## config.mk

```make
export PLATFORM = sky130hd
export DESIGN_NAME = fault_adc_regs
export DESIGN_NICKNAME = d
export VERILOG_FILES = /design/src/hw/charger_regs_pkg.sv /design/src/hw/fault_event_if.sv /design/src/hw/fault_adc_regs.sv /design/src/hw/fault_edge_detect.sv
export SDC_FILE = /design/constraint.sdc
export NUM_CORES = 1
export LEC_CHECK = 0
export BUFFER_PORTS_ARGS = -buffer_cell sky130_fd_sc_hd__buf_2
export CELL_PAD_IN_SITES_DETAIL_PLACEMENT = 0
export CELL_PAD_IN_SITES_GLOBAL_PLACEMENT = 2
export CORE_ASPECT_RATIO = 0.5
export CORE_UTILIZATION = 29
export DETAILED_ROUTE_END_ITERATION = 12
export PLACE_DENSITY = 0.84
export SLEW_MARGIN = 20
export SYNTH_ARGS = -nofsm -noshare
export SYNTH_HDL_FRONTEND = slang
export SYNTH_HIERARCHICAL = 1
export SYNTH_SLANG_ARGS = --single-unit
```

## constraint.sdc

```tcl
create_clock -name clk -period 1.35 [get_ports clk]
set_input_delay 0.135 -clock clk [delete_from_list [all_inputs] [get_ports clk]]
set_output_delay 0.135 -clock clk [all_outputs]
set_load 0.05 [all_outputs]
```

## src/hw/charger_regs_pkg.sv

```systemverilog
// Purpose: constants for the fault mask and ADC control register bank
// Assumes: byte-wide registers behind the serial register engine
// Notes: none
package charger_regs_pkg;

	// ----------------------------------------------------------------
	// Register offsets
	// ----------------------------------------------------------------
	localparam logic [7:0] FAULT_INTERRUPT_MASK_ADDR = 8'h14;
	localparam logic [7:0] ADC_CONTROL_ADDR = 8'h15;
	localparam logic [7:0] ADC_CHANNEL_DISABLE_ADDR = 8'h16;

	// ----------------------------------------------------------------
	// Reset values
	// ----------------------------------------------------------------
	localparam logic [7:0] FAULT_INTERRUPT_MASK_RESET = 8'h00;
	localparam logic [7:0] ADC_CONTROL_RESET = 8'h30;
	localparam logic [7:0] ADC_CHANNEL_DISABLE_RESET = 8'h00;

	// ----------------------------------------------------------------
	// Field positions and masks
	// ----------------------------------------------------------------
	localparam int INPUT_OVERVOLTAGE_IRQ_MASK_BIT = 7;
	localparam int THERMAL_SHUTDOWN_IRQ_MASK_BIT = 6;
	localparam int BATTERY_OVERVOLTAGE_IRQ_MASK_BIT = 5;
	localparam int SAFETY_TIMER_IRQ_MASK_BIT = 4;
	localparam int SYSTEM_SHORT_IRQ_MASK_BIT = 3;
	localparam int BUCK_OUTPUT_FAULT_IRQ_MASK_BIT = 0;
	localparam logic [7:0] FAULT_MASK_WRITABLE = 8'hF9;

	localparam int ADC_ENABLE_BIT = 7;
	localparam int ADC_ONE_SHOT_BIT = 6;
	localparam int ADC_SAMPLE_SPEED_LSB = 4;
	localparam logic [7:0] ADC_CONTROL_WRITABLE = 8'hF0;

	localparam logic [7:0] CHANNEL_DISABLE_WRITABLE = 8'hFD;
	localparam logic [7:0] CHANNEL_DISABLE_READ_ONE = 8'h02;

	// Fault vector width shared by both modules
	localparam int FAULT_COUNT = 6;
	localparam int CHANNEL_COUNT = 7;

	// Effective resolution at sample speed code zero
	localparam logic [3:0] RESOLUTION_AT_SPEED_ZERO = 4'hF;

	// Read data for unmapped offsets
	localparam logic [7:0] UNMAPPED_READ_VALUE = 8'h00;

endpackage

```

## src/hw/fault_event_if.sv

```systemverilog
// Purpose: carries fault masks and the edge request between modules
// Assumes: single clock domain
// Notes: none
`timescale 1ns/1ps
interface fault_event_if #(parameter int FAULTS = 6);
	logic [FAULTS-1:0] irq_mask;
	logic event_request;

	modport bank (output irq_mask, input event_request);
	modport detector (input irq_mask, output event_request);
endinterface

```

## src/hw/fault_adc_regs.sv

```systemverilog
// Purpose: fault interrupt mask, ADC control and channel disable registers
// Assumes: byte register port driven by the serial register engine
// Notes: interrupt output is a one-cycle request to the pulse generator
//
// Operation
// - Mask bit 7 blocks interrupt on input overvoltage rising edge.
// - Mask bit 6 blocks interrupt on thermal shutdown rising edge.
// - Mask bit 5 blocks interrupt on battery overvoltage rising edge.
// - Mask bit 4 blocks interrupt on safety timer expiry rising edge.
// - Mask bit 3 blocks interrupt on system short rising edge.
// - Mask bit 0 blocks interrupt on buck output fault event.
// - Fault mask at 14h, resets to 00h, watchdog leaves it alone.
// - Reserved mask bits 2:1 and control bits 3:0 read zero.
// - Control at 15h resets 30h; enable bit cleared by watchdog too.
// - Control bit 6 picks one-shot over continuous; register reset clears.
// - Sample speed 5:4 gives 15 to 12 bits; resets to 11.
// - Each set channel disable bit stops that channel converting.
// - Channel disable at 16h resets 00h; watchdog leaves it alone.
// - Channel disable bit 1 is read-only and reads one.
// - One-shot conversion done pulses interrupt unless its mask set.
`timescale 1ns/1ps
module fault_adc_regs
	import charger_regs_pkg::*;
(
	input wire logic clk,
	input wire logic reset_n,
	input wire logic [7:0] reg_addr,
	input wire logic reg_write,
	input wire logic [7:0] reg_write_data,
	input wire logic reg_read,
	output logic [7:0] reg_read_data,
	output logic reg_read_valid,
	input wire logic register_reset,
	input wire logic watchdog_expired,
	input wire logic input_overvoltage,
	input wire logic thermal_shutdown,
	input wire logic battery_overvoltage,
	input wire logic safety_timer_expired,
	input wire logic system_short,
	input wire logic buck_output_fault_state,
	input wire logic conversion_done,
	input wire logic conversion_done_irq_mask,
	output logic adc_enable,
	output logic adc_one_shot,
	output logic [1:0] adc_sample_speed,
	output logic [3:0] adc_resolution_bits,
	output logic [CHANNEL_COUNT-1:0] channel_convert,
	output logic interrupt_request
);

	// ----------------------------------------------------------------
	// State
	// ----------------------------------------------------------------
	typedef struct packed {
		logic [7:0] fault_interrupt_mask;
		logic [7:0] adc_control;
		logic [7:0] adc_channel_disable;
		logic [7:0] read_data;
		logic read_valid;
		logic irq;
	} bank_state_t;

	bank_state_t state;
	bank_state_t next_state;

	fault_event_if #(.FAULTS(FAULT_COUNT)) events ();

	// ----------------------------------------------------------------
	// Helpers
	// ----------------------------------------------------------------
	function automatic logic [7:0] read_view(input bank_state_t s,
		input logic [7:0] addr);
		logic [7:0] value;
		value = UNMAPPED_READ_VALUE;
		case (addr)
			FAULT_INTERRUPT_MASK_ADDR: begin
				value = s.fault_interrupt_mask & FAULT_MASK_WRITABLE;
			end
			ADC_CONTROL_ADDR: begin
				value = s.adc_control & ADC_CONTROL_WRITABLE;
			end
			ADC_CHANNEL_DISABLE_ADDR: begin
				value = (s.adc_channel_disable & CHANNEL_DISABLE_WRITABLE)
					| CHANNEL_DISABLE_READ_ONE;
			end
			default: begin
				value = UNMAPPED_READ_VALUE;
			end
		endcase
		return value;
	endfunction

	function automatic logic [7:0] merge(input logic [7:0] old,
		input logic [7:0] data, input logic [7:0] writable);
		return (old & ~writable) | (data & writable);
	endfunction

	// ----------------------------------------------------------------
	// Fault edges
	// ----------------------------------------------------------------
	// Mask order matches the fault vector below
	assign events.irq_mask = {
		state.fault_interrupt_mask[INPUT_OVERVOLTAGE_IRQ_MASK_BIT],
		state.fault_interrupt_mask[THERMAL_SHUTDOWN_IRQ_MASK_BIT],
		state.fault_interrupt_mask[BATTERY_OVERVOLTAGE_IRQ_MASK_BIT],
		state.fault_interrupt_mask[SAFETY_TIMER_IRQ_MASK_BIT],
		state.fault_interrupt_mask[SYSTEM_SHORT_IRQ_MASK_BIT],
		state.fault_interrupt_mask[BUCK_OUTPUT_FAULT_IRQ_MASK_BIT]
	};

	fault_edge_detect #(.FAULTS(FAULT_COUNT)) edge_unit (
		.clk(clk),
		.reset_n(reset_n),
		.fault_level({input_overvoltage, thermal_shutdown,
			battery_overvoltage, safety_timer_expired, system_short,
			buck_output_fault_state}),
		.events(events.detector)
	);

	// ----------------------------------------------------------------
	// Next state
	// ----------------------------------------------------------------
	always_comb begin
		next_state = state;
		next_state.read_valid = reg_read;
		if (reg_read) begin
			next_state.read_data = read_view(state, reg_addr);
		end
		if (reg_write) begin
			case (reg_addr)
				FAULT_INTERRUPT_MASK_ADDR: begin
					next_state.fault_interrupt_mask = merge(
						state.fault_interrupt_mask, reg_write_data,
						FAULT_MASK_WRITABLE);
				end
				ADC_CONTROL_ADDR: begin
					next_state.adc_control = merge(state.adc_control,
						reg_write_data, ADC_CONTROL_WRITABLE);
				end
				ADC_CHANNEL_DISABLE_ADDR: begin
					next_state.adc_channel_disable = merge(
						state.adc_channel_disable, reg_write_data,
						CHANNEL_DISABLE_WRITABLE);
				end
				default: begin
					next_state.adc_control = state.adc_control;
				end
			endcase
		end
		if (watchdog_expired) begin
			next_state.adc_control[ADC_ENABLE_BIT] = 1'b0;
		end
		if (register_reset) begin
			next_state.fault_interrupt_mask = FAULT_INTERRUPT_MASK_RESET;
			next_state.adc_control = ADC_CONTROL_RESET;
			next_state.adc_channel_disable = ADC_CHANNEL_DISABLE_RESET;
		end
		next_state.irq = events.event_request
			| (conversion_done & state.adc_control[ADC_ONE_SHOT_BIT]
			& ~conversion_done_irq_mask);
	end

	always_ff @(posedge clk) begin
		if (!reset_n) begin
			state.fault_interrupt_mask <= FAULT_INTERRUPT_MASK_RESET;
			state.adc_control <= ADC_CONTROL_RESET;
			state.adc_channel_disable <= ADC_CHANNEL_DISABLE_RESET;
			state.read_data <= 8'h00;
			state.read_valid <= 1'b0;
			state.irq <= 1'b0;
		end else begin
			state <= next_state;
		end
	end

	// ----------------------------------------------------------------
	// Outputs
	// ----------------------------------------------------------------
	assign reg_read_data = state.read_data;
	assign reg_read_valid = state.read_valid;
	assign interrupt_request = state.irq;
	assign adc_enable = state.adc_control[ADC_ENABLE_BIT];
	assign adc_one_shot = state.adc_control[ADC_ONE_SHOT_BIT];
	assign adc_sample_speed =
		state.adc_control[ADC_SAMPLE_SPEED_LSB +: 2];
	assign adc_resolution_bits = RESOLUTION_AT_SPEED_ZERO
		- {2'b00, adc_sample_speed};
	// channels, bit 1 skipped since it is not a channel
	assign channel_convert = {CHANNEL_COUNT{adc_enable}}
		& ~{state.adc_channel_disable[7:2], state.adc_channel_disable[0]};

endmodule

```

## src/hw/fault_edge_detect.sv

```systemverilog
// Purpose: rising edge detection of fault conditions, gated by masks
// Assumes: fault inputs synchronous to clk
// Notes: a fault high out of reset counts as a rising edge
`timescale 1ns/1ps
module fault_edge_detect
	import charger_regs_pkg::*;
#(
	parameter int FAULTS = FAULT_COUNT
) (
	input wire logic clk,
	input wire logic reset_n,
	input wire logic [FAULTS-1:0] fault_level,
	fault_event_if.detector events
);

	// Mask order is fixed by the bank, so only the package width fits
	if (FAULTS != FAULT_COUNT) begin : g_bad_width
		$error("fault_edge_detect: FAULTS must match FAULT_COUNT");
	end

	typedef struct packed {
		logic [FAULTS-1:0] previous;
		logic request;
	} edge_state_t;

	edge_state_t state;
	edge_state_t next_state;

	always_comb begin
		next_state = state;
		next_state.previous = fault_level;
		next_state.request = |(fault_level & ~state.previous
			& ~events.irq_mask);
	end

	always_ff @(posedge clk) begin
		if (!reset_n) begin
			state <= '0;
		end else begin
			state <= next_state;
		end
	end

	assign events.event_request = state.request;

endmodule

```

### Yosys cells after proc, flatten, opt, wreduce, memory -nomap -nowiden

Index checks and enable logic that the tools add are counted.

| storage, ports and cells | value |
|---|---|
| register bits | 41 |
| bits of input ports | 30 |
| output and inout bits | 25 |
| word-level logic and storage cells | 34 |

| cells by class | value |
|---|---|
| $add $sub $neg | 1 |
| equal/unequal tests | 3 |
| muxes and demuxes | 1 |
| bitwise operators | 14 |
| reductions and logical operators | 6 |

Operator list:

| operator | number |
|---|---|
| $eq 8x5->1 const B | 3 |
| $pmux 8 s3 | 1 |
| $and 6x6->6 | 2 |
| $not 6->6 | 2 |
| $or 2x8->8 | 1 |
| $or 3x8->8 | 1 |
| $or 4x8->8 | 1 |
| $and 7x7->7 | 1 |
| $not 7->7 | 1 |
| $reduce_and 2->1 | 3 |
| $reduce_or 6->1 | 1 |
| $sub 1x3->4 const A | 1 |
| $reduce_or 3->1 | 1 |
| $and 1x1->1 | 2 |
| $not 1->1 | 2 |
| $reduce_or 2->1 | 1 |
| $or 1x1->1 | 1 |

### Longest topological paths before layout

Gate-level depths: netlist of run 1.

| depth | value |
|---|---|
| word-level depth | 4 |
| mapped depth | 5 |
| mapped depth without buffers | 3 |

### Modules after synthesis

The synthesis of run 1 kept the hierarchy.

By module, submodules not included:

| module | instances | cells an instance | area an instance (µm²) | seq. area each (µm²) |
|---|---|---|---|---|
| fault_adc_regs | 1 | 146 | 1372.6 | 540.5 |
| fault_edge_detect | 1 | 24 | 232.7 | 140.1 |

### Worst setup path after synthesis of run 1

No wires, ideal clock.

| timing | value |
|---|---|
| kind | register to output |
| from | register state (netlist bit adc_enable) |
| to | output channel_convert[0] |
| arrival | 1.493 ns |
| data required time | 1.215 ns |
| path slack | -0.278 ns |
| cell stages (with the launch flop) | 2 |
| buffers on the path | 0 |
| cells stage by stage | dfxtp_1 nor2b_1 |

| on the way | value |
|---|---|
| longest elaborated chain between the ends | 1 |

Ends and longest elaborated chain:

| item | line | source |
|---|---|---|
| start: declaration | fault_adc_regs.sv:63 | `bank_state_t state;` |
| start signal: assignment | fault_adc_regs.sv:172 | `state <= next_state;` |
| $and 7x7->7 | fault_adc_regs.sv:190 | `& ~{state.adc_channel_disable[7:2], state.adc_channel_disable[0]};` |
| end: declaration | fault_adc_regs.sv:47 | `output logic [CHANNEL_COUNT-1:0] channel_convert,` |

Every way passes these cells.

### Final worst setup path of run 1

| timing | value |
|---|---|
| from | register state (netlist bit adc_enable) |
| to | output channel_convert[4] |

The elaborated chain is that of the path after synthesis.

==> impl_metrics.toml, run 1 <==
[placement]
postPlaceCellArea_um2 = 1880
globalplace.congestion = 0.743
number_of_placed_instances_taps_included = 279
port_buffers = 51
place_hpwl_um = 2740

[yosys]
yosys_warnings = 6
postSynthAreaPerCell_um2 = 9.44
post-synth-top-area-fraction = 0.424
synth_ff_type = "sky130_fd_sc_hd__dfxtp_1"
asyncSetResetFlopFracSynth = 0
synthesis.instances = 170
synth_seq_area_share = 0.424
ys_types = 33
netlist_area_um2 = 1610
yosys-top-cells-area = "sky130_fd_sc_hd__dfxtp_1 (42%), sky130_fd_sc_hd__mux2i_1 (12%), sky130_fd_sc_hd__buf_4 (5.6%), sky130_fd_sc_hd__nand2_1 (5.4%), sky130_fd_sc_hd__nor2b_1 (4.3%)"
synth-edff-count = 0
post-synth-top-area-cell = "sky130_fd_sc_hd__dfxtp_1"
synth-seq-cells = 34

[cells_and_area]
drive_gt1_frac = 0.359
layout_commonest_cell = "sky130_fd_sc_hd__buf_2"
final_cell_mix = "sky130_fd_sc_hd__buf_2 (51), sky130_fd_sc_hd__dfxtp_1 (33), sky130_fd_sc_hd__nand2_1 (23)"
stdcell_count = 287
final_cell_area_um2 = 1980
syn_to_final_growth_pct = 23.4
finalNetCount = 246
num_antenna_cells = 0

[floorplan]
coreArea_um2 = 5110
die_h_um = 54.6
design.die.area_um2 = 5860
chipWidth_um = 107
effective_utilization_at_floorplan = 0.314
floorplan.rows = 18
num_io_pins = 55

[power]
netSwitchingFraction = 0.243
peakVddDrop_mv = 0.485
clock_power_share = 0.394
power.switching_mw = 0.482
leakage_nw = 0.926
combPwrFrac = 0.091
p_int_mw = 1.50
seq_power_share = 0.515
pwr_density_cell_nw_per_um2 = 1000

[global_route]
groute.usage.overall = 0.133
grt-ovfl-total = 0
largest_net_degree_at_the_start_of_global_routing = 22
antenna_found_initial = 0
grt_pass1_vias = 1127
grt_pass1_wl_um = 5580

[detailed_routing]
ant_nets = 0
vias = 1262
routed_wl_um = 3580
drt_pre_antenna_iters = 4
detailedRoute.firstIterationViolations = 41
via_per_inst = 4.40
residual_drc = 0
drt-wirelength-per-cell_um = 12.5

[status]
status = "completed"

[worst_setup_path]
critPathKind = "flip-flop to output port"
max_stage_delay_ps = 420
worstSetupStartpointType = "flip-flop"
critPathArrivalTime_ps = 1120
critical_path.slowest_cell = "sky130_fd_sc_hd__dfxtp_2"
critical_path.cell_chain = "nor2b_2 > buf_2"
critical_path.top_delay_family = "flip-flops"
cp_data_required_time_ps = 1220
cp_max_fanout = 10
worst-path-buf-inv = 1
critical_path.endpoint_type = "output port"

[worst_hold_path]
worstHoldPathType = "primary input to flip-flop"

[timing]
final_hold_viol_count = 0
finalMaxSlewViolations = 0
clock_skew_ps = 3.75
final_min_period_over_clock_period = 0.933
grt_setup_unrepaired = "false"
final_period_minus_worst_setup_slack_ps = 1260
max_freq_mhz = 794
setup-violations-final = 0

[cts]
inserted_clock_buffers = 5
clock_path_buffers = 2
clkSlewWorstSetupHoldPaths_ps = 70
numClockSinks = 34
post_cts_hold_buffer_count = 0
cts_tree = "built"
clock_insertion_delay_worst_skew_ps = 280
clk_root_buffer_cell = "sky130_fd_sc_hd__clkbuf_8"
post_cts.repair.setup_buffers = 0
ctsHtreeMaxLevel = 2

[flow_run]
maximum_capacitance_violations = 0
path summary, 6_finish.rpt:
check                                     endpoint  depth (start not counted)  slack (ps)                            from
worst max-delay path            channel_convert[4]                          2          90                      adc_enable
worst min-delay path                    adc_enable                          2          20                watchdog_expired
worst max register to register    reg_read_data[6]                          3         390                    adc_one_shot
worst min register to register   interrupt_request                          1         460  edge_unit/events.event_request
timing repair:
action | CTS | global route
hold endpoints to repair | 0 | 0
gates resized for setup | 1 | 0
endpoints found under the setup margin | 7 | 0
per-stage QoR:
stage          setup TNS (ps)  hold slack (ps)  utilization  power (mW)  setup WS (ps)
4_1_cts                     0             6.03        0.387        2.01           78.1
6_report                    0             15.7        0.387        1.98           91.1
3_3_place_gp                0              314        0.369        1.22           20.3
5_1_grt                     0             9.45        0.387        2.08           15.6
3_5_place_dp            -1.32              318        0.369        1.23          -1.32
2_1_floorplan            -437              213            -        1.15          -62.4
power groups by stage:
stage	logic, mW	registers, mW	clock network [mW]
3_3_place_gp	0.179	1.04	0
2_1_floorplan	0.0945	1.06	0
4_1_cts	0.183	1.02	0.809
3_5_place_dp	0.182	1.04	0
6_report	0.180	1.02	0.783
5_1_grt	0.199	1.02	0.854
per-layer routing:
layer / GRT usage / part of all wire / vias up
met4: 0.0548 / 0.013 / 0
met5: 0 / 0 / -
met2: 0.206 / 0.41 / 25
met1: 0.173 / 0.53 / 571
li1: - / - / 661
met3: 0.0429 / 0.045 / 5
worst reg2reg max path: stages (launching register included):
cell                        delay [ps]
sky130_fd_sc_hd__dfxtp_1           350
sky130_fd_sc_hd__mux2i_1           170
sky130_fd_sc_hd__o2bb2ai_1         130
sky130_fd_sc_hd__a22o_1            210
Yosys cell counts, types with 2 or more instances:
cell                        instances
sky130_fd_sc_hd__nand2b_1           6
sky130_fd_sc_hd__dfxtp_1           34
sky130_fd_sc_hd__nand2_1           23
sky130_fd_sc_hd__inv_1              3
sky130_fd_sc_hd__mux2i_1           20
sky130_fd_sc_hd__buf_2              2
sky130_fd_sc_hd__clkbuf_1           3
sky130_fd_sc_hd__and2_1             7
sky130_fd_sc_hd__buf_4             12
sky130_fd_sc_hd__nor2_1            11
sky130_fd_sc_hd__nor2b_1           11
sky130_fd_sc_hd__o2bb2ai_1          4
sky130_fd_sc_hd__nand4_1            4
sky130_fd_sc_hd__a21boi_0           4
sky130_fd_sc_hd__a22o_1             4
sky130_fd_sc_hd__mux2_2             2
sky130_fd_sc_hd__nand3_1            2
sky130_fd_sc_hd__a22oi_1            3
sequential cells by signal (all words and copies together) (netlist names):
register and flops:
edge_unit/events.event_request 1, state 7, reg_read_data 8, interrupt_request 1, adc_sample_speed 2, events.irq_mask 6
adc_enable 1, edge_unit/state 6, adc_one_shot 1, reg_read_valid 1
layout make-up:
cell class / instances / area (um^2)
Tap cell: 70 / 87.6
Clock inverter: 2 / 12.5
Sequential cell: 34 / 682
Inverter: 3 / 11.3
Fill cell: 530 / 3130
Clock buffer: 6 / 82.6
Multi-Input combinational cell: 116 / 812
Timing Repair Buffer: 56 / 293
cell families after synthesis:
family / share of synthesized area
DFF: 0.424
AOI/OAI and AO/OA: 0.0943
buffers and inverters: 0.0834
other: 0.00234
and+or+nand+nor: 0.257
muxes: 0.139
No activity file was read; power rests on OpenSTA's default activity.
==> inputs of run 2 (changes only) <==
ABC_AREA = 1   (was default)
CORE_UTILIZATION = 27   (was 29)
==> run 2 against run 1 <==
Effect of this change: the flow now finishes with violations (design-rule violations); global-route usage is 0.52 points higher; sequential cell count did not move; utilization shrank 0.29 points; setup slack worse by 52 ps; first-iteration DRC count up 100%; register-to-register slack improved by 100 ps.
==> impl_metrics.toml, run 2 <==
[status]
status = "finished with violations"
violations = "design-rule violations"

[power]
leakage_nw = 0.986
peakVddDrop_mv = 0.445
pwr_density_cell_nw_per_um2 = 1110
report.power.total_mw = 2.41

[cts]
clkSlewWorstSetupHoldPaths_ps = 50
clk_root_buffer_cell = "sky130_fd_sc_hd__clkbuf_16"
inserted_clock_buffers = 5
clock_path_buffers = 2
clock_insertion_delay_worst_skew_ps = 270
cts_tree = "built"
numClockSinks = 34
ctsHtreeMaxLevel = 2

[floorplan]
floorplan.rows = 19
die_h_um = 57.1
num_io_pins = 55
coreArea_um2 = 5660
design.die.area_um2 = 6410
chipWidth_um = 112
effective_utilization_at_floorplan = 0.290

[cells_and_area]
largest_register_ffs = 8
layout_commonest_cell = "sky130_fd_sc_hd__nand2_1"
num_antenna_cells = 0
drive_gt1_frac = 0.348
final_cell_mix = "sky130_fd_sc_hd__nand2_1 (54), sky130_fd_sc_hd__buf_2 (44), sky130_fd_sc_hd__dfxtp_1 (33)"
finalNetCount = 305
syn_to_final_growth_pct = 32.5
layout.core_utilization = 0.385

[timing]
grt_setup_unrepaired = "false"
finalMaxSlewViolations = 0
clock_skew_ps = 1.29
setup-violations-final = 0
fin_tns_setup_ps = 0
final_hold_viol_count = 0
final.hold.worst_slack_ps = 53.2
max_freq_mhz = 763
final_min_period_over_clock_period = 0.971
final_period_minus_worst_setup_slack_ps = 1310

[global_route]
grt_pass1_wl_um = 6810
grt_pass1_vias = 1446
antenna_found_initial = 0
grt-ovfl-total = 0
largest_net_degree_at_the_start_of_global_routing = 12
groute.usage.overall = 0.138

[worst_setup_path]
cp_max_fanout = 5
worstSetupStartpointType = "flip-flop"
critPathArrivalTime_ps = 1180
critPathKind = "flip-flop to output port"
max_stage_delay_ps = 360
cp_data_required_time_ps = 1220
critical_path.cell_chain = "clkinvlp_4 > buf_4 > nor2_4 > clkbuf_4"
critical_path.endpoint_type = "output port"
critical_path.slowest_cell = "sky130_fd_sc_hd__dfxtp_4"
worst-path-buf-inv = 3
critical_path.top_delay_family = "buffers and inverters"

[flow_run]
maximum_capacitance_violations = 0

[yosys]
yosys-top-cells-area = "sky130_fd_sc_hd__dfxtp_1 (41%), sky130_fd_sc_hd__nand2_1 (12%), sky130_fd_sc_hd__a21oi_1 (7.6%), sky130_fd_sc_hd__inv_1 (6.6%), sky130_fd_sc_hd__buf_4 (5.5%)"
synth-edff-count = 0
post-synth-top-area-cell = "sky130_fd_sc_hd__dfxtp_1"
yosys_warnings = 6
postSynthAreaPerCell_um2 = 7.43
yosysMostFrequentCell = "sky130_fd_sc_hd__nand2_1"
synth_ff_type = "sky130_fd_sc_hd__dfxtp_1"
synth_seq_area_share = 0.415
asyncSetResetFlopFracSynth = 0
most_numerous_cell_types_in_the_synthesized_netlist = "sky130_fd_sc_hd__nand2_1 (54), sky130_fd_sc_hd__dfxtp_1 (34), sky130_fd_sc_hd__inv_1 (29), sky130_fd_sc_hd__a21oi_1 (25), sky130_fd_sc_hd__nand3_1 (17)"
ys_types = 25
synthesis.instances = 221
synth-seq-cells = 34
netlist_area_um2 = 1640
post-synth-top-area-fraction = 0.415

[detailed_routing]
drt_pre_antenna_iters = 8
residual_drc = 2
ant_nets = 0
detailedRoute.firstIterationViolations = 83
drt-wirelength-per-cell_um = 11.1
routed_wl_um = 3870
via_per_inst = 4.24
vias = 1480

[placement]
port_buffers = 51
place_hpwl_um = 3050
globalplace.congestion = 0.756

[worst_hold_path]
worstHoldPathType = "primary input to flip-flop"
==> run 2: cell types whose count changed in the layout (fill, tap and decap cells not counted), moves of 9 or more <==
cell	change
sky130_fd_sc_hd__a21oi_1	+25
sky130_fd_sc_hd__buf_4	+9
sky130_fd_sc_hd__nand3_1	+15
sky130_fd_sc_hd__mux2i_1	-20
sky130_fd_sc_hd__nor2_4	+10
sky130_fd_sc_hd__inv_1	+25
sky130_fd_sc_hd__nand2_1	+31
==> run 2: through the flow <==
step                      setup slack (ps)  instances  area (um^2)
after floorplan                       95.3        222         1710
after detailed placement               108        339         1990
after CTS                             5.62        349         2160
after global placement                 116        339         1990
after global routing                  5.45        349         2180
final                                 39.4        349         2180
==> run 2: final cells by class <==
| cell class | instances | area [um^2] |
|---|---|---|
| Multi-Input combinational cell | 138 | 753 |
| Timing Repair Buffer | 61 | 348 |
| Fill cell | 608 | 3480 |
| Tap cell | 73 | 91.3 |
| Clock buffer | 8 | 158 |
| Sequential cell | 34 | 684 |
| Inverter | 35 | 141 |
==> run 2: final timing paths <==
kind | to | from | cells after the start | slack [ps]
min reg2reg | interrupt_request | edge_unit/events.event_request | 2 | 460
min | edge_unit/state[1] | buck_output_fault_state | 3 | 50
max reg2reg | edge_unit/events.event_request | events.irq_mask[5] | 5 | 490
max | channel_convert[5] | adc_enable | 4 | 40
==> run 2: power by group <==
part | switching, mW | leakage, nW | total, mW | internal (mW)
clock | 0.402 | 0.0763 | 1.20 | 0.797
combinational | 0.118 | 0.632 | 0.187 | 0.0689
sequential | 0.00327 | 0.277 | 1.02 | 1.02
total | 0.523 | 0.986 | 2.41 | 1.88
==> run 2: repair_timing <==
action                                  in CTS  in global routing
hold endpoints to repair                     0                  0
buffers inserted                             2                  0
endpoints found under the setup margin       7                  6
hold buffers                                 0                  0
gates resized for setup                      1                  9
==> run 2: worst register-to-register path, cell delays in order (launching register included) <==
cell                       delay, ps
sky130_fd_sc_hd__dfxtp_1         410
sky130_fd_sc_hd__inv_1            60
sky130_fd_sc_hd__nand3b_1         80
sky130_fd_sc_hd__nand2_1          50
sky130_fd_sc_hd__nor2_1           80
sky130_fd_sc_hd__a21oi_1          60
==> run 2: logic make-up after synthesis <==
group / after synthesis / synth area share
buf+inv: 50 / 0.161
other cells: 1 / 0.00228
flops: 34 / 0.415
simple gates: 103 / 0.319
compound gates: 33 / 0.103
==> run 2: routing by layer <==
layer / share of wire / GRT usage / vias to the layer above
li1: - / - / 785
met1: 0.52 / 0.193 / 663
met3: 0.036 / 0.0329 / 5
met5: 0 / 0 / -
met2: 0.43 / 0.209 / 27
met4: 0.014 / 0.0514 / 0
